$ cat src/rtl/eabc_regs.vh
// Constants for the external area bus control block
`ifndef EABC_REGS_VH
`define EABC_REGS_VH
`define EABC_ADDR_W        24
`define EABC_AREA_MSB      23
`define EABC_AREA_LSB      21
`define EABC_AREAS         8
`define EABC_IF_BASIC      2'h0
`define EABC_IF_DRAM       2'h1
`define EABC_IF_SDRAM      2'h2
`define EABC_IF_BROM       2'h3
`define EABC_RST_WAITS     3'h7
`define EABC_RST_AST       8'hff
`define EABC_RST_RDN       8'h00
`define EABC_RST_CSX       16'h0000
`define EABC_INT_STATES    4'h1
`define EABC_ST_IDLE       3'h0
`define EABC_ST_LEAD       3'h1
`define EABC_ST_T1         3'h2
`define EABC_ST_T2         3'h3
`define EABC_ST_TW         3'h4
`define EABC_ST_T3         3'h5
`define EABC_ST_TRAIL      3'h6
`endif

$ cat src/rtl/eabc_sync.v
// Three-stage input synchroniser with agreement filter
module eabc_sync (
  input  wire clock_i,
  input  wire nrst_i,
  input  wire d_i,
  output reg  q_o
);
  reg s1;
  reg s2;
  reg s3;
  always @(posedge clock_i or negedge nrst_i) begin
    if (!nrst_i) begin
      s1  <= 1'b1;
      s2  <= 1'b1;
      s3  <= 1'b1;
      q_o <= 1'b1;
    end else begin
      s1 <= d_i;
      s2 <= s1;
      s3 <= s2;
      // Change counts once stages two and three agree
      if (s2 == s3)
        q_o <= s3;
    end
  end
endmodule

$ cat src/rtl/eabc_area_dec.v
// Area decode and internal/external classification
`include "eabc_regs.vh"
module eabc_area_dec (
  input  wire [23:0] addr_i,
  input  wire        rom_en_i,
  input  wire [23:0] rom_size_i,
  input  wire        internal_ram_enable_i,
  input  wire [23:0] ram_base_i,
  input  wire [23:0] io_base_i,
  output wire [2:0]  area_o,
  output wire        internal_o
);
  wire in_rom;
  wire in_ram;
  wire in_io;
  // 2-Mbyte areas from the top three address bits [RULE_01]
  assign area_o = addr_i[`EABC_AREA_MSB:`EABC_AREA_LSB];
  assign in_rom = (area_o == 3'h0) && rom_en_i && (addr_i < rom_size_i); // [RULE_20]
  assign in_ram = (area_o == 3'h7) && internal_ram_enable_i && (addr_i >= ram_base_i) && (addr_i < io_base_i); // [RULE_19]
  assign in_io  = (area_o == 3'h7) && (addr_i >= io_base_i); // [RULE_19]
  assign internal_o = in_rom | in_ram | in_io;
endmodule

$ cat src/rtl/eabc_top.v
// External area bus control: per-area cycle sequencing and chip selects
// Operation
// (RULE_01) Address space splits into eight 2-Mbyte areas, each configured separately.
// (RULE_02) One active-low chip select per area, low during its external access.
// (RULE_03) Each area is an 8-bit or 16-bit access space.
// (RULE_04) Width bit 0 means 16-bit; state bit 0 means 2 states, no waits.
// (RULE_05) Bus is 8-bit mode only when all areas are 8-bit.
// (RULE_06) Each area runs two or three access states per cycle.
// (RULE_07) Two-state areas insert neither program nor pin waits.
// (RULE_08) Three-state areas insert 0 to 7 program waits, plus pin waits.
// (RULE_09) DRAM, SDRAM and burst ROM areas may ignore the state setting.
// (RULE_10) On-chip memory and I/O use fixed width and state count.
// (RULE_11) Read strobe negates at cycle end or a half-state earlier; code negates at cycle end, early case only flagged.
// (RULE_12) Optional extension states before/after assert only select, strobe and address.
// (RULE_13) Interface type is chosen per area.
// (RULE_14) Areas 0 and 1 accept basic or burst ROM only.
// (RULE_15) Areas 2-5 accept basic, DRAM or SDRAM; DRAM uses selects as row strobes.
// (RULE_16) Continuous DRAM uses area-2 select alone as row strobe.
// (RULE_17) Continuous SDRAM uses selects 2-5 as RAS, CAS, WE, CLK; OE as CKE.
// (RULE_18) Areas 6 and 7 are basic interface only.
// (RULE_19) Area 7 holds internal RAM and I/O; RAM disabled means external.
// (RULE_20) ROM enabled maps ROM range of area 0 internally, rest external.
// (RULE_21) Reset gives basic interface, three states, width from operating mode.
// (RULE_22) Select pins drive only when direction bit is 1; area 0 reset rule.
// (RULE_23) With pin waits on, a low hold input at falling edge adds waits.
// (RULE_24) Reset gives seven program waits and hold input disabled.
`include "eabc_regs.vh"
module eabc_top #(
  parameter ADDR_W = 24
) (
  input  wire              clock_i,
  input  wire              nrst_i,
  input  wire              mode_width8_i,
  input  wire              rom_en_i,
  input  wire [23:0]       rom_size_i,
  input  wire [23:0]       ram_base_i,
  input  wire [23:0]       io_base_i,
  input  wire              cfg_we_i,
  input  wire [7:0]        area_width_control_i,
  input  wire [7:0]        area_state_count_control_i,
  input  wire [23:0]       program_wait_field_i,
  input  wire [7:0]        read_negation_control_i,
  input  wire [15:0]       select_extension_control_i,
  input  wire [15:0]       area_if_type_i,
  input  wire              dram_continuous_i,
  input  wire              pin_wait_enable_i,
  input  wire              internal_ram_enable_i,
  input  wire [7:0]        select_dir_i,
  input  wire              select_dir_we_i,
  input  wire              req_i,
  input  wire              req_write_i,
  input  wire [ADDR_W-1:0] req_addr_i,
  input  wire              wait_n_i,
  input  wire              sdram_ras_n_i,
  input  wire              sdram_cas_n_i,
  input  wire              sdram_we_n_i,
  input  wire              sdram_clk_i,
  input  wire              sdram_cke_i,
  input  wire [3:0]        dram_ras_n_i,
  output reg               busy_o,
  output reg               done_o,
  output reg               bus16_mode_o,
  output reg  [7:0]        area_chip_select_n_o,
  output reg  [7:0]        area_chip_select_oe_n_o,
  output reg               address_strobe_n_o,
  output reg               read_strobe_n_o,
  output reg               read_early_o,
  output reg               write_strobe_n_o,
  output reg               area_is_16bit_o,
  output reg               oe_as_cke_o,
  output reg               cke_o,
  output reg  [ADDR_W-1:0] addr_o
);
  reg [7:0]  width8;
  reg [7:0]  three_st;
  reg [23:0] waits;
  reg [7:0]  rdn;
  reg [15:0] csx;
  reg [15:0] iftype;
  reg [7:0]  dir;
  reg        dir_loaded;
  reg        pin_wait_en;
  reg [2:0]  state;
  reg [2:0]  next_state;
  reg [2:0]  area;
  reg        write_cyc;
  reg [2:0]  wait_cnt;
  reg        cs_active;
  reg [15:0] legal_if;
  reg        wait_fall;
  wire [2:0] dec_area;
  wire       dec_internal;
  wire       wait_n_sync;
  wire [1:0] cur_if;
  wire       cur_3st;
  wire       w_now;
  integer    i;
  integer    j;

  eabc_area_dec u_dec (
    .addr_i                (req_addr_i[23:0]),
    .rom_en_i              (rom_en_i),
    .rom_size_i            (rom_size_i),
    .internal_ram_enable_i (internal_ram_enable_i),
    .ram_base_i            (ram_base_i),
    .io_base_i             (io_base_i),
    .area_o                (dec_area),
    .internal_o            (dec_internal)
  );

  // Hold input comes from a pin, so it passes the synchroniser
  eabc_sync u_wait (
    .clock_i (clock_i),
    .nrst_i  (nrst_i),
    .d_i     (wait_n_i),
    .q_o     (wait_n_sync)
  );

  assign cur_if  = iftype[area*2 +: 2];
  // Non-basic interfaces run their own state count [RULE_09]
  assign cur_3st = three_st[area] && (cur_if == `EABC_IF_BASIC);
  // Direction of the cycle being started; the stored copy lags one edge behind while still in IDLE
  assign w_now   = (state == `EABC_ST_IDLE) ? req_write_i : write_cyc;

  // Per-area legality of interface type [RULE_14] [RULE_15] [RULE_18]
  always @* begin
    for (i = 0; i < 8; i = i + 1) begin
      case (area_if_type_i[i*2 +: 2])
        `EABC_IF_BASIC: legal_if[i*2 +: 2] = `EABC_IF_BASIC;
        `EABC_IF_BROM:  legal_if[i*2 +: 2] = (i < 2) ? `EABC_IF_BROM : `EABC_IF_BASIC;
        `EABC_IF_DRAM:  legal_if[i*2 +: 2] = (i >= 2 && i <= 5) ? `EABC_IF_DRAM : `EABC_IF_BASIC;
        default:        legal_if[i*2 +: 2] = (i >= 2 && i <= 5) ? `EABC_IF_SDRAM : `EABC_IF_BASIC;
      endcase
    end
  end

  // Configuration store; reset defaults from mode straps are caught after release
  always @(posedge clock_i or negedge nrst_i) begin
    if (!nrst_i) begin
      width8      <= 8'h00;
      three_st    <= `EABC_RST_AST;                                   // [RULE_21]
      waits       <= {8{`EABC_RST_WAITS}};                            // [RULE_24]
      rdn         <= `EABC_RST_RDN;
      csx         <= `EABC_RST_CSX;
      iftype      <= 16'h0000;                                        // [RULE_21]
      pin_wait_en <= 1'b0;                                            // [RULE_24]
      dir         <= 8'h00;
      dir_loaded  <= 1'b0;
    end else begin
      if (!dir_loaded) begin
        dir_loaded <= 1'b1;
        width8     <= {8{mode_width8_i}};                             // [RULE_21]
        dir        <= {7'h00, ~rom_en_i};                             // [RULE_22]
      end else begin
        if (cfg_we_i && state == `EABC_ST_IDLE) begin
          width8      <= area_width_control_i;                        // [RULE_03] [RULE_04]
          three_st    <= area_state_count_control_i;                  // [RULE_04] [RULE_06]
          waits       <= program_wait_field_i;                        // [RULE_08]
          rdn         <= read_negation_control_i;                     // [RULE_11]
          csx         <= select_extension_control_i;                  // [RULE_12]
          iftype      <= legal_if;                                    // [RULE_13]
          pin_wait_en <= pin_wait_enable_i;
        end
        if (select_dir_we_i)
          dir <= select_dir_i;
      end
    end
  end

  // Hold input sampled on the falling edge, as the external part sees it
  always @(negedge clock_i or negedge nrst_i) begin
    if (!nrst_i)
      wait_fall <= 1'b1;
    else
      wait_fall <= wait_n_sync;
  end

  always @* begin
    next_state = state;
    case (state)
      `EABC_ST_IDLE:
        if (req_i && !dec_internal && dir_loaded)                    // [RULE_10]
          next_state = csx[8 + dec_area] ? `EABC_ST_LEAD : `EABC_ST_T1;
      `EABC_ST_LEAD:
        next_state = `EABC_ST_T1;
      `EABC_ST_T1:
        next_state = `EABC_ST_T2;
      `EABC_ST_T2:
        if (!cur_3st)                                                 // [RULE_07]
          next_state = csx[area] ? `EABC_ST_TRAIL : `EABC_ST_IDLE;
        else if (waits[area*3 +: 3] != 3'h0 || (pin_wait_en && !wait_fall))
          next_state = `EABC_ST_TW;                                   // [RULE_08] [RULE_23]
        else
          next_state = `EABC_ST_T3;
      `EABC_ST_TW:
        if (wait_cnt == 3'h0 && !(pin_wait_en && !wait_fall))         // [RULE_23]
          next_state = `EABC_ST_T3;
      `EABC_ST_T3:
        next_state = csx[area] ? `EABC_ST_TRAIL : `EABC_ST_IDLE;      // [RULE_12]
      `EABC_ST_TRAIL:
        next_state = `EABC_ST_IDLE;
      default:
        next_state = `EABC_ST_IDLE;
    endcase
  end

  always @(posedge clock_i or negedge nrst_i) begin
    if (!nrst_i) begin
      state                   <= `EABC_ST_IDLE;
      area                    <= 3'h0;
      write_cyc               <= 1'b0;
      wait_cnt                <= 3'h0;
      cs_active               <= 1'b0;
      busy_o                  <= 1'b0;
      done_o                  <= 1'b0;
      bus16_mode_o            <= 1'b1;
      area_chip_select_n_o    <= 8'hff;
      area_chip_select_oe_n_o <= 8'hff;
      address_strobe_n_o      <= 1'b1;
      read_strobe_n_o         <= 1'b1;
      read_early_o            <= 1'b0;
      write_strobe_n_o        <= 1'b1;
      area_is_16bit_o         <= 1'b0;
      oe_as_cke_o             <= 1'b0;
      cke_o                   <= 1'b0;
      addr_o                  <= {ADDR_W{1'b0}};
    end else begin
      state  <= next_state;
      done_o <= 1'b0;
      if (state == `EABC_ST_IDLE && next_state != `EABC_ST_IDLE) begin
        area      <= dec_area;
        write_cyc <= req_write_i;
        addr_o    <= req_addr_i;
      end
      if (state == `EABC_ST_T2)
        wait_cnt <= (waits[area*3 +: 3] == 3'h0) ? 3'h0 : waits[area*3 +: 3] - 3'h1;
      else if (state == `EABC_ST_TW && wait_cnt != 3'h0)
        wait_cnt <= wait_cnt - 3'h1;
      if ((state == `EABC_ST_T3 || (state == `EABC_ST_T2 && !cur_3st)) && next_state != `EABC_ST_TRAIL)
        done_o <= 1'b1;
      else if (state == `EABC_ST_TRAIL)
        done_o <= 1'b1;
      cs_active          <= (next_state != `EABC_ST_IDLE);
      busy_o             <= (next_state != `EABC_ST_IDLE);
      bus16_mode_o       <= ~&width8;                                 // [RULE_05]
      area_is_16bit_o    <= ~width8[(next_state == `EABC_ST_IDLE) ? dec_area : area];
      address_strobe_n_o <= (next_state == `EABC_ST_IDLE);            // [RULE_12]
      read_strobe_n_o    <= !(!w_now && (next_state == `EABC_ST_T1 || next_state == `EABC_ST_T2 ||
                              next_state == `EABC_ST_TW || next_state == `EABC_ST_T3));
      // Early negation is flagged; the half-state shaping needs the opposite clock edge
      read_early_o       <= rdn[(state == `EABC_ST_IDLE) ? dec_area : area] && !w_now; // [RULE_11]
      write_strobe_n_o   <= !(write_cyc && (next_state == `EABC_ST_T2 || next_state == `EABC_ST_TW ||
                              next_state == `EABC_ST_T3));
      oe_as_cke_o        <= (iftype[5:4] == `EABC_IF_SDRAM);          // [RULE_17]
      cke_o              <= sdram_cke_i;                              // [RULE_17]
      for (j = 0; j < 8; j = j + 1) begin
        area_chip_select_oe_n_o[j] <= ~dir[j];                        // [RULE_22]
        if (j >= 2 && j <= 5 && iftype[5:4] == `EABC_IF_SDRAM)
          area_chip_select_n_o[j] <= (j == 2) ? sdram_ras_n_i : (j == 3) ? sdram_cas_n_i :
                                     (j == 4) ? sdram_we_n_i : sdram_clk_i; // [RULE_17]
        else if (j >= 2 && j <= 5 && iftype[j*2 +: 2] == `EABC_IF_DRAM)
          area_chip_select_n_o[j] <= dram_continuous_i ? ((j == 2) ? &dram_ras_n_i : 1'b1)
                                                       : dram_ras_n_i[j-2]; // [RULE_15] [RULE_16]
        else
          area_chip_select_n_o[j] <= !(next_state != `EABC_ST_IDLE &&
                                       ((next_state != `EABC_ST_IDLE && state == `EABC_ST_IDLE) ?
                                        dec_area == j : area == j)); // [RULE_02]
      end
    end
  end
endmodule

$ cat config.mk
export PLATFORM = sky130hd
export DESIGN_NAME = eabc_top
export DESIGN_NICKNAME = d
export VERILOG_FILES = /design/src/rtl/eabc_sync.v /design/src/rtl/eabc_area_dec.v /design/src/rtl/eabc_top.v
export VERILOG_INCLUDE_DIRS = /design/src /design/src/rtl
export SDC_FILE = /design/constraint.sdc
export NUM_CORES = 1
export LEC_CHECK = 0
export BUFFER_PORTS_ARGS = -buffer_cell sky130_fd_sc_hd__buf_2
export CORE_ASPECT_RATIO = 1.2
export CORE_MARGIN = 4
export CORE_UTILIZATION = 52
export DETAILED_ROUTE_END_ITERATION = 16
export PLACE_DENSITY = 0.81
export SYNTH_ARGS = -nofsm -noshare
export SYNTH_HDL_FRONTEND = slang
export SYNTH_SLANG_ARGS = --single-unit
$ cat constraint.sdc
create_clock -name clock_i -period 3.6 [get_ports clock_i]
set_clock_uncertainty 0.2 [all_clocks]
set_input_delay 0.72 -clock clock_i [delete_from_list [all_inputs] [get_ports clock_i]]
set_output_delay 0.72 -clock clock_i [all_outputs]
set_load 0.005 [all_outputs]
After elaboration in Yosys (flattened, before gate mapping)

Cells that the tools add are included.

Register bits after elaboration: 151
Input bits: 205
Output and inout bits: 50

$add $sub $neg: 3
$mul: 1
$lt $le $gt $ge: 9
Eq/ne operators: 43
Shift operators: 2
Mux-type cells: 55
Bitwise logic cells: 12
Reductions and logical operators: 72

Operators with widths:

| cell                                                                  | count |
|---|---|
| 24-bit >= comparator                                                  | 2 |
| 24-bit < comparator                                                   | 2 |
| 3-bit equality test, second input constant                            | 13 |
| 8-bit 2-to-1 mux                                                      | 4 |
| 1-bit 2-to-1 mux                                                      | 29 |
| 1-bit logical AND                                                     | 27 |
| 3-bit 2-to-1 mux                                                      | 9 |
| 3-bit by 2-bit equality test with 1-bit output, second input constant | 8 |
| 24-bit by 6-bit indexed part select with 3-bit output                 | 1 |
| 3-bit zero test                                                       | 6 |
| 3-bit one-hot mux with 6 select lines                                 | 1 |
| 2-bit by 1-bit equality test with 1-bit output, second input constant | 8 |
| 1-bit zero test                                                       | 16 |
| 2-bit one-hot mux with 2 select lines                                 | 4 |
| 16-bit by 5-bit indexed part select with 2-bit output                 | 1 |
| 2-bit equality test, second input constant                            | 7 |
| 1-bit binary-select mux with 3-bit select                             | 4 |
| 3-bit by 4-bit < comparator with 1-bit output, second input constant  | 3 |
| 2-bit zero test                                                       | 5 |
| 1-bit inverter                                                        | 10 |
| 3-bit by 1-bit equality test with 1-bit output, second input constant | 3 |
| 3-bit nonzero test                                                    | 3 |
| 8-bit AND reduction                                                   | 1 |
| 2-bit OR reduction                                                    | 4 |
| other kinds (16)                                                      | 26 |

Logic depth before layout (Yosys ltp)

Depth in word-level cells: 18
Gate-level depth with buffers: 14
Mapped depth without buffers: 14

Modules after synthesis

Synthesis repeated with hierarchy kept, for this count alone.

Cell total of the unflattened synthesis: 764
Area total of the unflattened synthesis: 8,513.2 µm²

By module, submodules not included:

| module        | times used | cells an instance | area each (µm²) | sequential area each (µm²) |
|---|---|---|---|---|
| eabc_top      | 1          | 506               | 6,577.6         | 3,694.8 |
| eabc_area_dec | 1          | 253               | 1,819.2         | 0.0 |
| eabc_sync     | 1          | 5                 | 116.4           | 105.1 |

==> impl_metrics.env <==
export IMPL_status="finished, final reports clean"
export IMPL_synth_cell_types=69
export IMPL_initial_utilization_pct=53.3
export IMPL_die_x_um=124
export IMPL_clkTransAtPathRegs_ns=0.06
export IMPL_cp_startpoint="addr_o[21]$_DFFE_PN0P_"
export IMPL_nets=1344
export IMPL_cp_max_fo=12
export IMPL_final_area_mm2=0.0108
export IMPL_fin_util_pct=69.3
export IMPL_drt_iter0_drc=228
export IMPL_holdCritPathClass="reg -> reg"
export IMPL_slew_headroom_pct=37.9
export IMPL_gp_congestion=0.883
export IMPL_ir_drop_mv=0.481
export IMPL_period_share_pct=94.7
export IMPL_r2r_setup_slack_ns=0.19
export IMPL_r2r_cells=12
export IMPL_hold_viol=0
export IMPL_io_buffers=250
export IMPL_start_kind="register"
export IMPL_cts_tree="yes"
export IMPL_clk_latency_ns=0.44
export IMPL_core_region_area_mm2=0.0156
export IMPL_synthArstFlopShare_pct=100
export IMPL_totalPowerFinal_w=0.00762
export IMPL_via_count=6764
export IMPL_antenna_left=0
export IMPL_cts_root_buf="clkbuf_16"
export IMPL_timing_critical_path_required_ns=3.74
export IMPL_ys_ff_latch=146
export IMPL_area_growth_pct=30.1
export IMPL_tns_ns=0
export IMPL_crit_path_end_kind="register"
export IMPL_path_class="reg -> reg"
export IMPL_min_from="u_wait.s1$_DFF_PN1_"
export IMPL_synth_area_mm2=0.00833
export IMPL_place_detailed_hpwl_um=17000
export IMPL_cts_max_level=4
export IMPL_maxCapViolCount=0
export IMPL_wl_met1_um=8100
export IMPL_die_h_um=147
export IMPL_synth_cells=764
export IMPL_numCtsBuffers=17
export IMPL_timing_rr_end="area_is_16bit_o$_DFF_PN0_"
export IMPL_grt_pass1_wl_um=34200
export IMPL_synth_edf_count=0
export IMPL_yosys_warnings=0
export IMPL_p_per_area_mw_per_mm2=703
export IMPL_place_area_mm2=0.0102
export IMPL_clockBufferDepth=2
export IMPL_grt_usage_pct=24.3
export IMPL_power_leakage_nw=5.42
export IMPL_synth_flop_cell="dfrtp_1"
export IMPL_top_layer_used="met5"
export IMPL_yosysSeqAreaShare_pct=44.7
export IMPL_post_drt_wl_per_cell_um=16.8
export IMPL_met3_length_um=1540
export IMPL_grt_pass1_vias=7112
export IMPL_synth_avg_cell_area_um2=10.9
export IMPL_diodes=0
export IMPL_reg2reg_from="addr_o[21]$_DFFE_PN0P_"
export IMPL_avgViaCountPerCell=5.26
export IMPL_cts_hold_repair_buffers=0
export IMPL_fp_dieArea_mm2=0.0181
export IMPL_drt_total_wl_um=21600
export IMPL_wl_met2_um=11500
export IMPL_grt_start_max_net_pins=79
export IMPL_grt_ovfl_total=0
export IMPL_rsz0062_at_grt="false"
export IMPL_drc=0
export IMPL_period_minus_slack_ns=3.41
export IMPL_hold_path_cell_count=0
export IMPL_syn_num_nets=1044
export IMPL_setup_viol=0
export IMPL_num_rows=50
export IMPL_ios=255
export IMPL_worstMarginPinSlew_ns=0.931
export IMPL_slew_viol_final=0
export IMPL_dr_pass1_iters=4
export IMPL_fmax_mhz=293
export IMPL_antenna_found_initial=1
export IMPL_drive_gt1_share_pct=47.3
export IMPL_cp_arrival_ns=3.55
export IMPL_cts_sinks=146
export IMPL_whs_endpoint="u_wait.s2$_DFF_PN1_"
==> timing repair <==
action,CTS,global route
gates resized for setup,0,1
setup buffers,0,0
setup endpoints to repair,0,1
==> cells by family (layout without fill, tap and decap cells) <==
group,count (synthesis),in the layout,synth area share [%]
multiplexers,122,122,17.9
buffers and inverters,120,433,5.57
flip-flops,146,146,44.7
XOR/XNOR,2,2,0.210
AND/OR/NAND/NOR,170,170,10.3
other,1,1,0.0450
adder cells (fa/ha/maj),76,76,11.4
AO/OA/AOI/OAI,127,127,9.79
==> worst max path at each step <==
| stage | to | cells after the start | slack [ns] |
|---|---|---|---|
| after floorplan | area_is_16bit_o$_DFF_PN0_ | 13 | 0.0005 |
| after global placement | area_is_16bit_o$_DFF_PN0_ | 14 | -0.20 |
| after detailed placement | area_chip_select_n_o[4]$_DFF_PN1_ | 12 | -0.23 |
| after CTS | area_is_16bit_o$_DFF_PN0_ | 12 | 0.03 |
| after global routing | area_is_16bit_o$_DFF_PN0_ | 12 | 0.02 |
| final | area_is_16bit_o$_DFF_PN0_ | 12 | 0.19 |
==> layer usage <==
metal	vias up	GRT usage [%]
li1	3283	-
met1	3209	26.3
met2	231	44.8
met3	39	6.55
met4	2	8.20
met5	-	0
==> synth_stat cells (2+ instances only) <==
cell	number	area, um^2
mux2_1	2	22.5
nor2b_1	14	87.6
a311oi_1	2	17.5
buf_1	7	26.3
o31ai_1	4	30.0
mux4_2	6	135
o21a_1	3	22.5
nor4b_1	2	17.5
nor2_1	19	71.3
mux4_1	5	131
mux2_2	81	912
nand4_1	12	75.1
a211oi_1	6	45.0
o211ai_1	4	30.0
nand3_1	11	55.1
o21ai_0	31	155
nor3_1	7	35.0
dfrtp_1	89	2230
mux2i_1	27	270
inv_4	2	12.5
ha_1	75	938
and2_1	6	37.5
nand3b_1	3	22.5
a21oi_1	42	210
a21boi_0	3	22.5
nand2_1	68	255
and3_1	3	18.8
inv_1	92	345
nand2b_1	13	81.3
dfstp_2	57	1500
a31oi_1	11	68.8
clkbuf_1	17	63.8
nor4_1	2	12.5
a21o_1	3	22.5
==> final cells by class <==
type                    count  area (um^2)
well taps                 208          260
fillers                  1192         4800
multi-input cells         498         4210
inverters                  93          354
repair buffers            307         1690
clock buffers              17          425
clock inverters            16          180
flip-flops and latches    146         3730
==> through the flow <==
| step | hold slack, ns | std cells | setup WS, ns |
|---|---|---|---|
| final | 0.157 | 1285 | 0.192 |
| after global routing | 0.161 | 1285 | 0.0235 |
| after CTS | 0.158 | 1285 | 0.0254 |
| after detailed placement | 0.148 | 1253 | -0.226 |
| after global placement | 0.146 | 1253 | -0.200 |
| after floorplan | 0.145 | 764 | 0.000450 |
==> cell usage in the layout, fill, tap and decap left out, types with 11 or more instances in the layout <==
master and n:
nand2_1 67, nor2_1 19, nand2b_1 13, buf_4 57
mux2_2 81, o21ai_0 31, clkbuf_16 17, dfstp_2 57
mux2i_1 27, buf_2 249, nor2b_1 14, a21oi_1 42
nand3_1 11, ha_1 71, a31oi_1 11, inv_1 88
dfrtp_1 88, nand4_1 12
==> where the power goes <==
part	internal, W	total (W)	switching (W)	leakage, nW
combinational	0.00158	0.00294	0.00136	3.45
sequential	0.00247	0.00290	0.000430	1.68
clock	0.00104	0.00179	0.000745	0.284
==> registers in the layout, indices dropped and copies added, names as in the netlist, 3 cells and up <==
name and flops:
csx 16, iftype 10, rdn 8, area_chip_select_n_o 8
width8 8, wait_cnt 3, dir 8, state 3
addr_o 24, area_chip_select_oe_n_o 8, waits 24, three_st 8
==> critical path, stage by stage (launching register included) <==
cell      delay [ns]
dfrtp_2         0.53
mux4_1          0.63
mux2i_1         0.36
and2_1          0.23
o21a_1          0.17
a311oi_4        0.06
inv_4           0.10
nand2_4         0.05
inv_4           0.06
mux2i_4         0.23
mux2_4          0.31
mux2_4          0.26
mux2i_1         0.12
Note: power is estimated with default switching activity, not from simulation.
